## src/core/dcs_cfg.svh

```systemverilog
// Timing and encoding constants for the DDR3 command sequencer
// Notes on behaviour
// Device decodes CS#, RAS#, CAS#, WE#, CKE together on the rising clock edge.
// Reset pin is asynchronous active low; controller holds it high in normal use.
// Bank address picks the bank, or the mode register for mode register set.
// Started read or write bursts run to completion without interruption.
// No refresh happens in power-down; controller refreshes outside it.
// Termination input never steers state; termination off during self refresh.
// Self-refresh exit is recognised asynchronously when clock enable rises.
// Controller waits 512 clocks after self-refresh exit before first write.
// NOP and deselect register nothing and never cut an operation short.
// Clock enable may drop only after mode register spacing and update delay.
// Power-down entry and exit edges carry only NOP or deselect.
// Self-refresh exit edge carries only NOP or deselect.
// Only NOP or deselect during exit delay; reads after DLL exit delay.
// Self refresh entered only from all-idle via refresh with clock enable falling.
// Controller never enters self refresh during a read or write.
// Clock enable level held for the minimum pulse time before changing again. The controller loads no hold on its first rise after reset.
// Power-down type follows bank state: closed gives precharge, open gives active.
// Idle means banks closed, no burst, clock enable high, timings elapsed.
// Controller produces only listed state, clock-enable and command combinations.
// Command and address pins are ignored while clock enable stays low.
// Commands use standard RAS#, CAS#, WE# coding; A10 selects auto-precharge or all.
// Per-bank open flag kept, updated by activate, precharge and auto-precharge.
`ifndef DCS_CFG_SVH
`define DCS_CFG_SVH
`define DCS_CLK_MHZ 200
`define DCS_TCKE_NCK 3
`define DCS_TMRD_NCK 4
`define DCS_TMOD_NCK 12
`define DCS_TXS_NCK 64
`define DCS_TXSDLL_NCK 512
`define DCS_TXP_NCK 3
`define DCS_TRP_NCK 11
`define DCS_TRCD_NCK 11
`define DCS_TRFC_NCK 52
`define DCS_TZQ_NCK 64
`define DCS_TBURST_NCK 16
`define DCS_A10_BIT 10
`define DCS_A12_BIT 12
`endif

```

## src/core/dcs_pkg.sv

```systemverilog
// Types shared by the command sequencer files
package dcs_pkg;
  typedef enum logic [3:0] {
    DCS_CMD_NOP = 4'h7,
    DCS_CMD_MRS = 4'h0,
    DCS_CMD_REF = 4'h1,
    DCS_CMD_PRE = 4'h2,
    DCS_CMD_ACT = 4'h3,
    DCS_CMD_WR = 4'h4,
    DCS_CMD_RD = 4'h5,
    DCS_CMD_ZQ = 4'h6,
    DCS_CMD_DES = 4'hF
  } dcs_cmd_t;
  typedef enum logic [1:0] {
    DCS_REQ_NONE = 2'h0,
    DCS_REQ_PD = 2'h1,
    DCS_REQ_SR = 2'h2
  } dcs_pwr_t;
endpackage : dcs_pkg

```

## src/core/dcs_pin_if.sv

```systemverilog
// Command pin bundle between the sequencer and its pin driver
`timescale 1ns/100ps
interface dcs_pin_if;
  dcs_pkg::dcs_cmd_t cmd;
  logic cke;
  logic [2:0] ba;
  logic [15:0] addr;
  logic load;
  modport src (output cmd, cke, ba, addr, load);
  modport dst (input cmd, cke, ba, addr, load);
endinterface : dcs_pin_if

```

## src/core/dcs_ctrl.sv

```systemverilog
// DDR3 command and clock-enable sequencer on the controller side
`timescale 1ns/100ps
`include "dcs_cfg.svh"
module dcs_ctrl #(
  parameter int NBANK = 8,
  parameter int TXSDLL = `DCS_TXSDLL_NCK
) (
  input wire logic clk_in,
  input wire logic rst_in,
  input wire logic req_valid_in,
  input wire dcs_pkg::dcs_cmd_t req_cmd_in,
  input wire logic [2:0] req_ba_in,
  input wire logic [15:0] req_addr_in,
  input wire dcs_pkg::dcs_pwr_t pwr_req_in,
  input wire logic pwr_exit_in,
  output logic req_ready_out,
  output logic ddr_reset_n_out,
  output logic cs_n_out,
  output logic ras_n_out,
  output logic cas_n_out,
  output logic we_n_out,
  output logic cke_out,
  output logic [2:0] ba_out,
  output logic [15:0] addr_out,
  output logic odt_out,
  output logic in_pd_out,
  output logic in_sr_out,
  output logic idle_out,
  output logic [NBANK-1:0] bank_open_out
);
  typedef enum logic [4:0] {
    DCS_ST_IDLE = 5'h01,
    DCS_ST_BUSY = 5'h02,
    DCS_ST_PD = 5'h04,
    DCS_ST_SR = 5'h08,
    DCS_ST_EXIT = 5'h10
  } dcs_state_t;

  dcs_state_t state_r;
  logic [9:0] wait_r;
  logic [9:0] wr_wait_r;
  logic [9:0] rd_wait_r;
  logic [3:0] cke_hold_r;
  logic [NBANK-1:0] open_r;
  logic cke_r;
  dcs_pin_if pin ();

  // Clock enable must be back high before any command or power request is issued
  wire logic timers_done = (wait_r == 10'h000) && (cke_hold_r == 4'h0) && cke_r;
  wire logic is_rw = (req_cmd_in == dcs_pkg::DCS_CMD_RD) || (req_cmd_in == dcs_pkg::DCS_CMD_WR);
  wire logic rw_block = (req_cmd_in == dcs_pkg::DCS_CMD_WR && wr_wait_r != 10'h000)
    || (req_cmd_in == dcs_pkg::DCS_CMD_RD && rd_wait_r != 10'h000);
  wire logic cmd_take = (state_r == DCS_ST_IDLE) && req_valid_in && timers_done && !rw_block
    && pwr_req_in == dcs_pkg::DCS_REQ_NONE;
  wire logic all_closed = (open_r == '0);
  // Self refresh only from all banks idle with nothing pending
  wire logic sr_go = (state_r == DCS_ST_IDLE) && timers_done && all_closed
    && pwr_req_in == dcs_pkg::DCS_REQ_SR;
  // Power-down after timing settles; refresh is the caller's duty outside it
  wire logic pd_go = (state_r == DCS_ST_IDLE) && timers_done
    && pwr_req_in == dcs_pkg::DCS_REQ_PD;
  wire logic exit_go = (state_r == DCS_ST_PD || state_r == DCS_ST_SR) && pwr_exit_in
    && cke_hold_r == 4'h0;

  // Per-command busy time after issue
  function automatic logic [9:0] dcs_delay(input dcs_pkg::dcs_cmd_t c);
    unique case (c)
      dcs_pkg::DCS_CMD_MRS: dcs_delay = 10'(`DCS_TMOD_NCK);
      dcs_pkg::DCS_CMD_REF: dcs_delay = 10'(`DCS_TRFC_NCK);
      dcs_pkg::DCS_CMD_PRE: dcs_delay = 10'(`DCS_TRP_NCK);
      dcs_pkg::DCS_CMD_ACT: dcs_delay = 10'(`DCS_TRCD_NCK);
      dcs_pkg::DCS_CMD_ZQ: dcs_delay = 10'(`DCS_TZQ_NCK);
      dcs_pkg::DCS_CMD_RD, dcs_pkg::DCS_CMD_WR: dcs_delay = 10'(`DCS_TBURST_NCK);
      default: dcs_delay = 10'h000;
    endcase
  endfunction : dcs_delay

  always_ff @(posedge clk_in) begin
    if (rst_in) begin
      state_r <= DCS_ST_IDLE;
    end else begin
      unique case (state_r)
        DCS_ST_IDLE: begin
          if (sr_go) state_r <= DCS_ST_SR;
          else if (pd_go) state_r <= DCS_ST_PD;
          else if (cmd_take) state_r <= DCS_ST_BUSY;
        end
        // Bursts are never cut: wait out the full busy time
        // Zero-delay commands such as NOP leave after one cycle instead of sticking
        DCS_ST_BUSY: if (wait_r <= 10'h001) state_r <= DCS_ST_IDLE;
        DCS_ST_PD, DCS_ST_SR: if (exit_go) state_r <= DCS_ST_EXIT;
        DCS_ST_EXIT: if (wait_r == 10'h001) state_r <= DCS_ST_IDLE;
        default: state_r <= DCS_ST_IDLE;
      endcase
    end
  end

  always_ff @(posedge clk_in) begin
    if (rst_in) begin
      wait_r <= 10'h000;
    end else if (cmd_take) begin
      wait_r <= dcs_delay(req_cmd_in);
    end else if (exit_go) begin
      wait_r <= (state_r == DCS_ST_SR) ? 10'(`DCS_TXS_NCK) : 10'(`DCS_TXP_NCK);
    end else if (wait_r != 10'h000) begin
      wait_r <= wait_r - 10'h001;
    end
  end

  // Write and read lockouts after self-refresh exit
  always_ff @(posedge clk_in) begin
    if (rst_in) begin
      wr_wait_r <= 10'h000;
      rd_wait_r <= 10'h000;
    end else if (exit_go && state_r == DCS_ST_SR) begin
      wr_wait_r <= 10'(TXSDLL);
      rd_wait_r <= 10'(TXSDLL);
    end else begin
      if (wr_wait_r != 10'h000) wr_wait_r <= wr_wait_r - 10'h001;
      if (rd_wait_r != 10'h000) rd_wait_r <= rd_wait_r - 10'h001;
    end
  end

  // Clock-enable level with minimum pulse hold
  always_ff @(posedge clk_in) begin
    if (rst_in) begin
      cke_r <= 1'b0;
      cke_hold_r <= 4'h0;
    end else if (sr_go || pd_go || exit_go) begin
      cke_r <= exit_go;
      cke_hold_r <= 4'(`DCS_TCKE_NCK - 1);
    end else begin
      if (!cke_r && state_r == DCS_ST_IDLE) cke_r <= 1'b1;
      if (cke_hold_r != 4'h0) cke_hold_r <= cke_hold_r - 4'h1;
    end
  end

  // Bank open flags; auto-precharge clears the flag when the read or write is taken
  generate
    for (genvar b = 0; b < NBANK; b++) begin : g_bank
      always_ff @(posedge clk_in) begin
        if (rst_in) begin
          open_r[b] <= 1'b0;
        end else if (cmd_take && (req_ba_in == 3'(b) || req_cmd_in == dcs_pkg::DCS_CMD_PRE)) begin
          unique case (req_cmd_in)
            dcs_pkg::DCS_CMD_ACT: open_r[b] <= 1'b1;
            dcs_pkg::DCS_CMD_PRE:
              if (req_addr_in[`DCS_A10_BIT] || req_ba_in == 3'(b)) open_r[b] <= 1'b0;
            dcs_pkg::DCS_CMD_RD, dcs_pkg::DCS_CMD_WR:
              if (req_addr_in[`DCS_A10_BIT]) open_r[b] <= 1'b0;
            default: open_r[b] <= open_r[b];
          endcase
        end
      end
    end
  endgenerate

  // Status outputs and pin load; power-down entry and both exit edges carry only NOP, self-refresh entry carries refresh
  always_ff @(posedge clk_in) begin
    if (rst_in) begin
      req_ready_out <= 1'b0;
      ddr_reset_n_out <= 1'b1;
      odt_out <= 1'b0;
      in_pd_out <= 1'b0;
      in_sr_out <= 1'b0;
      idle_out <= 1'b0;
      bank_open_out <= '0;
    end else begin
      req_ready_out <= cmd_take;
      ddr_reset_n_out <= 1'b1;
      odt_out <= 1'b0;
      in_pd_out <= (state_r == DCS_ST_PD);
      in_sr_out <= (state_r == DCS_ST_SR);
      idle_out <= (state_r == DCS_ST_IDLE) && timers_done && all_closed && cke_r;
      bank_open_out <= open_r;
    end
  end

  // Self-refresh entry is a refresh with clock enable falling; a taken request drives its own command, every other edge is NOP
  assign pin.cmd = cmd_take ? req_cmd_in
    : (sr_go ? dcs_pkg::DCS_CMD_REF : dcs_pkg::DCS_CMD_NOP);
  assign pin.cke = (sr_go || pd_go) ? 1'b0 : (exit_go ? 1'b1 : cke_r);
  assign pin.ba = req_ba_in;
  assign pin.addr = req_addr_in;
  assign pin.load = 1'b1;

  dcs_pin_drv u_drv (
    .clk_in(clk_in),
    .rst_in(rst_in),
    .pin(pin),
    .cs_n_out(cs_n_out),
    .ras_n_out(ras_n_out),
    .cas_n_out(cas_n_out),
    .we_n_out(we_n_out),
    .cke_out(cke_out),
    .ba_out(ba_out),
    .addr_out(addr_out)
  );

  AST_SR_EXIT_NOP: assert property (@(posedge clk_in) disable iff (rst_in)
    exit_go |=> (cke_out && ras_n_out && cas_n_out && we_n_out)) else $error("exit edge not NOP");
  AST_PD_ENTRY: assert property (@(posedge clk_in) disable iff (rst_in)
    pd_go |=> (!cke_out && ras_n_out)) else $error("power-down entry not NOP");
  AST_SR_IDLE: assert property (@(posedge clk_in) disable iff (rst_in)
    sr_go |=> (!cke_out && {cs_n_out, ras_n_out, cas_n_out, we_n_out} == 4'h1 && bank_open_out == '0))
    else $error("self refresh entry not a refresh with banks closed");
  AST_RD_LOCK: assert property (@(posedge clk_in) disable iff (rst_in)
    (rd_wait_r != 10'h000) |=> !(!cs_n_out && {ras_n_out, cas_n_out, we_n_out} == 3'h5))
    else $error("read too early");
  AST_NONIDLE_NOP: assert property (@(posedge clk_in) disable iff (rst_in)
    (state_r == DCS_ST_BUSY || state_r == DCS_ST_EXIT) |=> (cs_n_out || {ras_n_out, cas_n_out, we_n_out} == 3'h7))
    else $error("command issued while busy or exiting");
  AST_ODT_OFF: assert property (@(posedge clk_in) disable iff (rst_in)
    in_sr_out |-> !odt_out) else $error("termination during self refresh");
endmodule : dcs_ctrl

```

## src/core/dcs_pin_drv.sv

```systemverilog
// Registers the command onto the DDR3 command pins
`timescale 1ns/100ps
module dcs_pin_drv (
  input wire logic clk_in,
  input wire logic rst_in,
  dcs_pin_if.dst pin,
  output logic cs_n_out,
  output logic ras_n_out,
  output logic cas_n_out,
  output logic we_n_out,
  output logic cke_out,
  output logic [2:0] ba_out,
  output logic [15:0] addr_out
);
  // Maps a command code to its CS#, RAS#, CAS#, WE# levels
  function automatic logic [3:0] dcs_code(input dcs_pkg::dcs_cmd_t c);
    unique case (c)
      dcs_pkg::DCS_CMD_MRS: dcs_code = 4'h0;
      dcs_pkg::DCS_CMD_REF: dcs_code = 4'h1;
      dcs_pkg::DCS_CMD_PRE: dcs_code = 4'h2;
      dcs_pkg::DCS_CMD_ACT: dcs_code = 4'h3;
      dcs_pkg::DCS_CMD_WR: dcs_code = 4'h4;
      dcs_pkg::DCS_CMD_RD: dcs_code = 4'h5;
      dcs_pkg::DCS_CMD_ZQ: dcs_code = 4'h6;
      dcs_pkg::DCS_CMD_NOP: dcs_code = 4'h7;
      default: dcs_code = 4'hF;
    endcase
  endfunction : dcs_code

  always_ff @(posedge clk_in) begin
    if (rst_in) begin
      {cs_n_out, ras_n_out, cas_n_out, we_n_out} <= 4'hF;
      cke_out <= 1'b0;
      ba_out <= 3'h0;
      addr_out <= 16'h0000;
    end else if (pin.load) begin
      {cs_n_out, ras_n_out, cas_n_out, we_n_out} <= dcs_code(pin.cmd);
      cke_out <= pin.cke;
      ba_out <= pin.ba;
      addr_out <= pin.addr;
    end
  end
endmodule : dcs_pin_drv

```

## config.mk

```make
export PLATFORM = sky130hd
export DESIGN_NAME = dcs_ctrl
export DESIGN_NICKNAME = d
export VERILOG_FILES = /design/src/core/dcs_pkg.sv /design/src/core/dcs_pin_if.sv /design/src/core/dcs_ctrl.sv /design/src/core/dcs_pin_drv.sv
export VERILOG_INCLUDE_DIRS = /design/src /design/src/core
export SDC_FILE = /design/constraint.sdc
export NUM_CORES = 1
export LEC_CHECK = 0
export ABC_AREA = 1
export BUFFER_PORTS_ARGS = -buffer_cell sky130_fd_sc_hd__buf_2
export CAP_MARGIN = 15
export CORE_ASPECT_RATIO = 1.75
export CORE_MARGIN = 10
export CORE_UTILIZATION = 45
export CTS_CLUSTER_DIAMETER = 50
export CTS_CLUSTER_SIZE = 8
export DETAILED_ROUTE_END_ITERATION = 8
export PLACE_DENSITY = 0.66
export SLEW_MARGIN = 20
export SYNTH_ARGS = -nofsm -noshare
export SYNTH_HDL_FRONTEND = slang
export SYNTH_SLANG_ARGS = --single-unit
```

## constraint.sdc

```tcl
create_clock -name clk_in -period 2.03 [get_ports clk_in]
set_input_delay 0.406 -clock clk_in [delete_from_list [all_inputs] [get_ports clk_in]]
set_output_delay 0.406 -clock clk_in [all_outputs]
set_load 0.005 [all_outputs]
```

==> flow_metrics.py <==
metrics = {
    "critical_path": {
        "path_buf_inv": 4,
        "crit_type": "reg -> reg",
        "critPathTopFamily": "simple AND/OR/NAND/NOR gates",
        "r2r_slack_ns": 0.12,
        "setup.worst_path.end_class": "flip-flop",
        "cp-start-kind": "flip-flop",
        "path_common_cell": "nor2_1",
        "worst-path-max-fanout": 17,
        "critPathRequiredTime_ns": 2.31,
        "crit_chain": "inv_2 > ha_1 > inv_1 > nor2_1 > nand3_2 > a21oi_4 > nand2_8 > nor2_8 > buf_4 > buf_12 > a21oi_2 > nor2_1",
        "arrival_ns": 2.19,
        "critPathMaxStageDelay_ns": 0.33,
        "critPathSlowestCell": "dfxtp_1",
    },
    "floorplanning": {
        "die-area_mm2": 0.01287,
        "core_area_mm2": 0.008368,
        "pin_count": 67,
        "initial_utilization_pct": 46.32,
        "die_w_um": 90.16,
        "dieHeight_um": 142.8,
        "rows": 44,
    },
    "clocking": {
        "clk_path_buf_depth": 2,
        "cts_tree": "yes",
        "root_buffer": "clkbuf_16",
        "htree_levels": 3,
        "clock_latency_ns": 0.34,
        "cts_buffers": 9,
        "clkSlewWorstSetupHoldPaths_ns": 0.06,
        "cts_sinks": 84,
    },
    "sta": {
        "tns_ns": 0,
        "slew_viol_final": 0,
        "hold_viol": 0,
        "min_period_ns": 1.907,
        "finalClockSkew_ns": 0.005838,
        "setup_slack_ns": 0.1231,
        "finalSetupViolations": 0,
        "post-route-period-util_pct": 93.94,
        "max_freq_mhz": 524.4,
    },
    "yosys": {
        "synth_seq_cells": 84,
        "ys_types": 35,
        "synth_area_mm2": 0.003876,
        "yosysWarningCount": 0,
        "synth-edff-count": 0,
        "syn_nets": 563,
        "postSynthAreaPerCell_um2": 7.355,
        "async_reset_ff_share_pct": 0,
        "synth-main-ff-cell": "dfxtp_1",
        "ys_seq_area_share_pct": 43.38,
        "synthCells": 527,
    },
    "final_layout": {
        "antenna_cells": 0,
        "fillers": 805,
        "syn_to_final_growth_pct": 23.40,
        "stdcell_count": 725,
        "drive_gt1_share_pct": 20.00,
        "nNetsFinal": 642,
    },
    "power_and_ir_drop": {
        "ir_drop_mv": 0.6772,
        "p_per_area_mw_per_mm2": 1415,
        "power_leakage_nw": 2.370,
    },
    "grt": {
        "grtUsageTotal_pct": 15.53,
        "antenna_found_initial": 0,
        "grt_pass1_vias": 3628,
        "grt_max_degree": 19,
        "grt_pass1_wl_um": 16320,
        "gr-total-overflow": 0,
    },
    "job": {
        "drv_cap": 0,
    },
    "drt": {
        "wire_per_inst_um": 13.63,
        "drt_pass1_iterations": 4,
        "ant_nets": 0,
        "vias_per_cell": 4.903,
        "drtIter0Drc": 128,
        "wirelength_um": 9879,
        "drcViolationCount": 0,
        "num_vias": 3555,
    },
    "placed_design": {
        "numPortBuffers": 64,
        "hpwl_um": 7744,
        "pre_cts_ws_ns": 0.1013,
        "placed_cells_incl_taps": 703,
        "gp_congestion": 0.9545,
    },
    "run_status": {
        "status": "finished clean",
    },
    "min_path": {
        "hold_class": "in -> reg",
    },
}
-- area by class of cell --
cell class,count,area (µm²),area share (%)
Tap cell,115,143.9,3.008
Inverter,80,300.3,6.278
Clock buffer,9,225.2,4.708
Multi-Input combinational cell,352,1851,38.69
Clock inverter,6,136.4,2.851
Sequential cell,84,1682,35.16
Timing Repair Buffer,79,445.4,9.312
-- path summary, 6_finish.rpt --
check                                    endpoint           start  depth (start not counted)
worst min-delay path            u_drv.addr_out[5]  req_addr_in[5]                          3
worst max register to register          open_r[7]    rd_wait_r[0]                         12
worst min register to register   bank_open_out[7]       open_r[7]                          2
worst max-delay path                    open_r[7]    rd_wait_r[0]                         12
-- layer usage --
layer | global-route usage, % | up-vias | wire length [µm]
met5 | 0 | - | 0
met4 | 9.175 | 0 | 402
met2 | 30.80 | 66 | 5542
li1 | - | 1816 | -
met3 | 3.097 | 28 | 352
met1 | 14.11 | 1645 | 3581
-- registers in the layout, indices dropped and copies added, names as in the netlist --
register / flops
open_r: 8
u_drv.we_n_out: 1
in_sr_out: 1
state_r: 5
u_drv.cke_out: 1
cke_r: 1
wr_wait_r: 10
idle_out: 1
cke_hold_r: 4
rd_wait_r: 10
u_drv.ba_out: 3
wait_r: 10
req_ready_out: 1
bank_open_out: 8
u_drv.cs_n_out: 1
in_pd_out: 1
u_drv.addr_out: 16
u_drv.cas_n_out: 1
u_drv.ras_n_out: 1
-- worst min-delay path, stage by stage --
cell,delay [ns]
buf_2,0.07
inv_1,0.03
nor2_1,0.06
-- cell usage in the layout (no fill, tap or decap), drive strengths merged --
cell	Yosys	final
a211oi	3	3
inv	79	80
o31ai	8	8
xnor2	6	6
nand2	80	80
buf	5	78
o21a	2	2
conb	2	2
xor2	9	9
nand4	13	13
nor3	9	9
bufinv	0	4
ha	7	7
clkbuf	6	10
o211ai	4	4
dfxtp	84	84
nand3b	2	2
nor2	122	122
a21oi	26	26
clkinv	1	1
clkinvlp	0	1
nor4	3	3
nand3	43	43
o21ai	13	13
-- power breakdown --
| group | internal, mW | leakage (nW) | switching [mW] |
|---|---|---|---|
| clock | 1.32 | 0.172 | 0.656 |
| combinational | 1.00 | 1.51 | 1.57 |
| sequential | 1.95 | 0.690 | 0.264 |
| total | 4.28 | 2.37 | 2.49 |
-- logic make-up after synthesis --
family | count (synthesis) | share of synthesized area (%)
flops | 84 | 43.38
buf+inv | 91 | 9.554
simple gates | 272 | 32.21
fa+ha+maj | 7 | 2.259
other cells | 2 | 0.1937
xor+xnor | 15 | 3.389
compound gates | 56 | 9.006
-- Yosys cell counts, types with 2 or more instances --
cell      count  share of area [%]
a211oi_1      3               0.58
a21oi_1      21                2.7
a21oi_2       4               0.90
buf_4         3               0.58
clkbuf_1      6               0.58
conb_1        2               0.19
dfxtp_1      84                 43
ha_1          7                2.3
inv_1        78                7.6
nand2_1      77                7.5
nand2_4       2               0.58
nand3_1      41                5.3
nand3b_1      2               0.39
nand4_1      13                2.1
nor2_1      109                 11
nor2_2        8                1.3
nor2_4        3               0.87
nor2_8        2                1.0
nor3_1        8                1.0
nor4_1        3               0.48
o211ai_1      4               0.77
o21a_1        2               0.39
o21ai_0      13                1.7
o31ai_1       8                1.5
xnor2_1       6                1.4
xor2_1        9                2.0
-- what timing repair did --
item	4_1_cts	5_1_grt
gates resized for setup	0	7
setup buffers	0	7
hold buffers	0	0
endpoints found under the setup margin	0	20
-- stage by stage --
stage                     hold WS [ns]  utilization, %  total power, mW  instance area, µm²
after floorplan                 0.4236               -            4.098                3876
after global placement          0.4540           51.75            4.668                4330
after detailed placement        0.4543           51.75            4.736                4330
after CTS                       0.2577           56.07            6.732                4692
after global routing            0.2689           57.16            7.248                4783
final                           0.2636           57.16            6.768                4783
(Power assumes the default switching activity.)
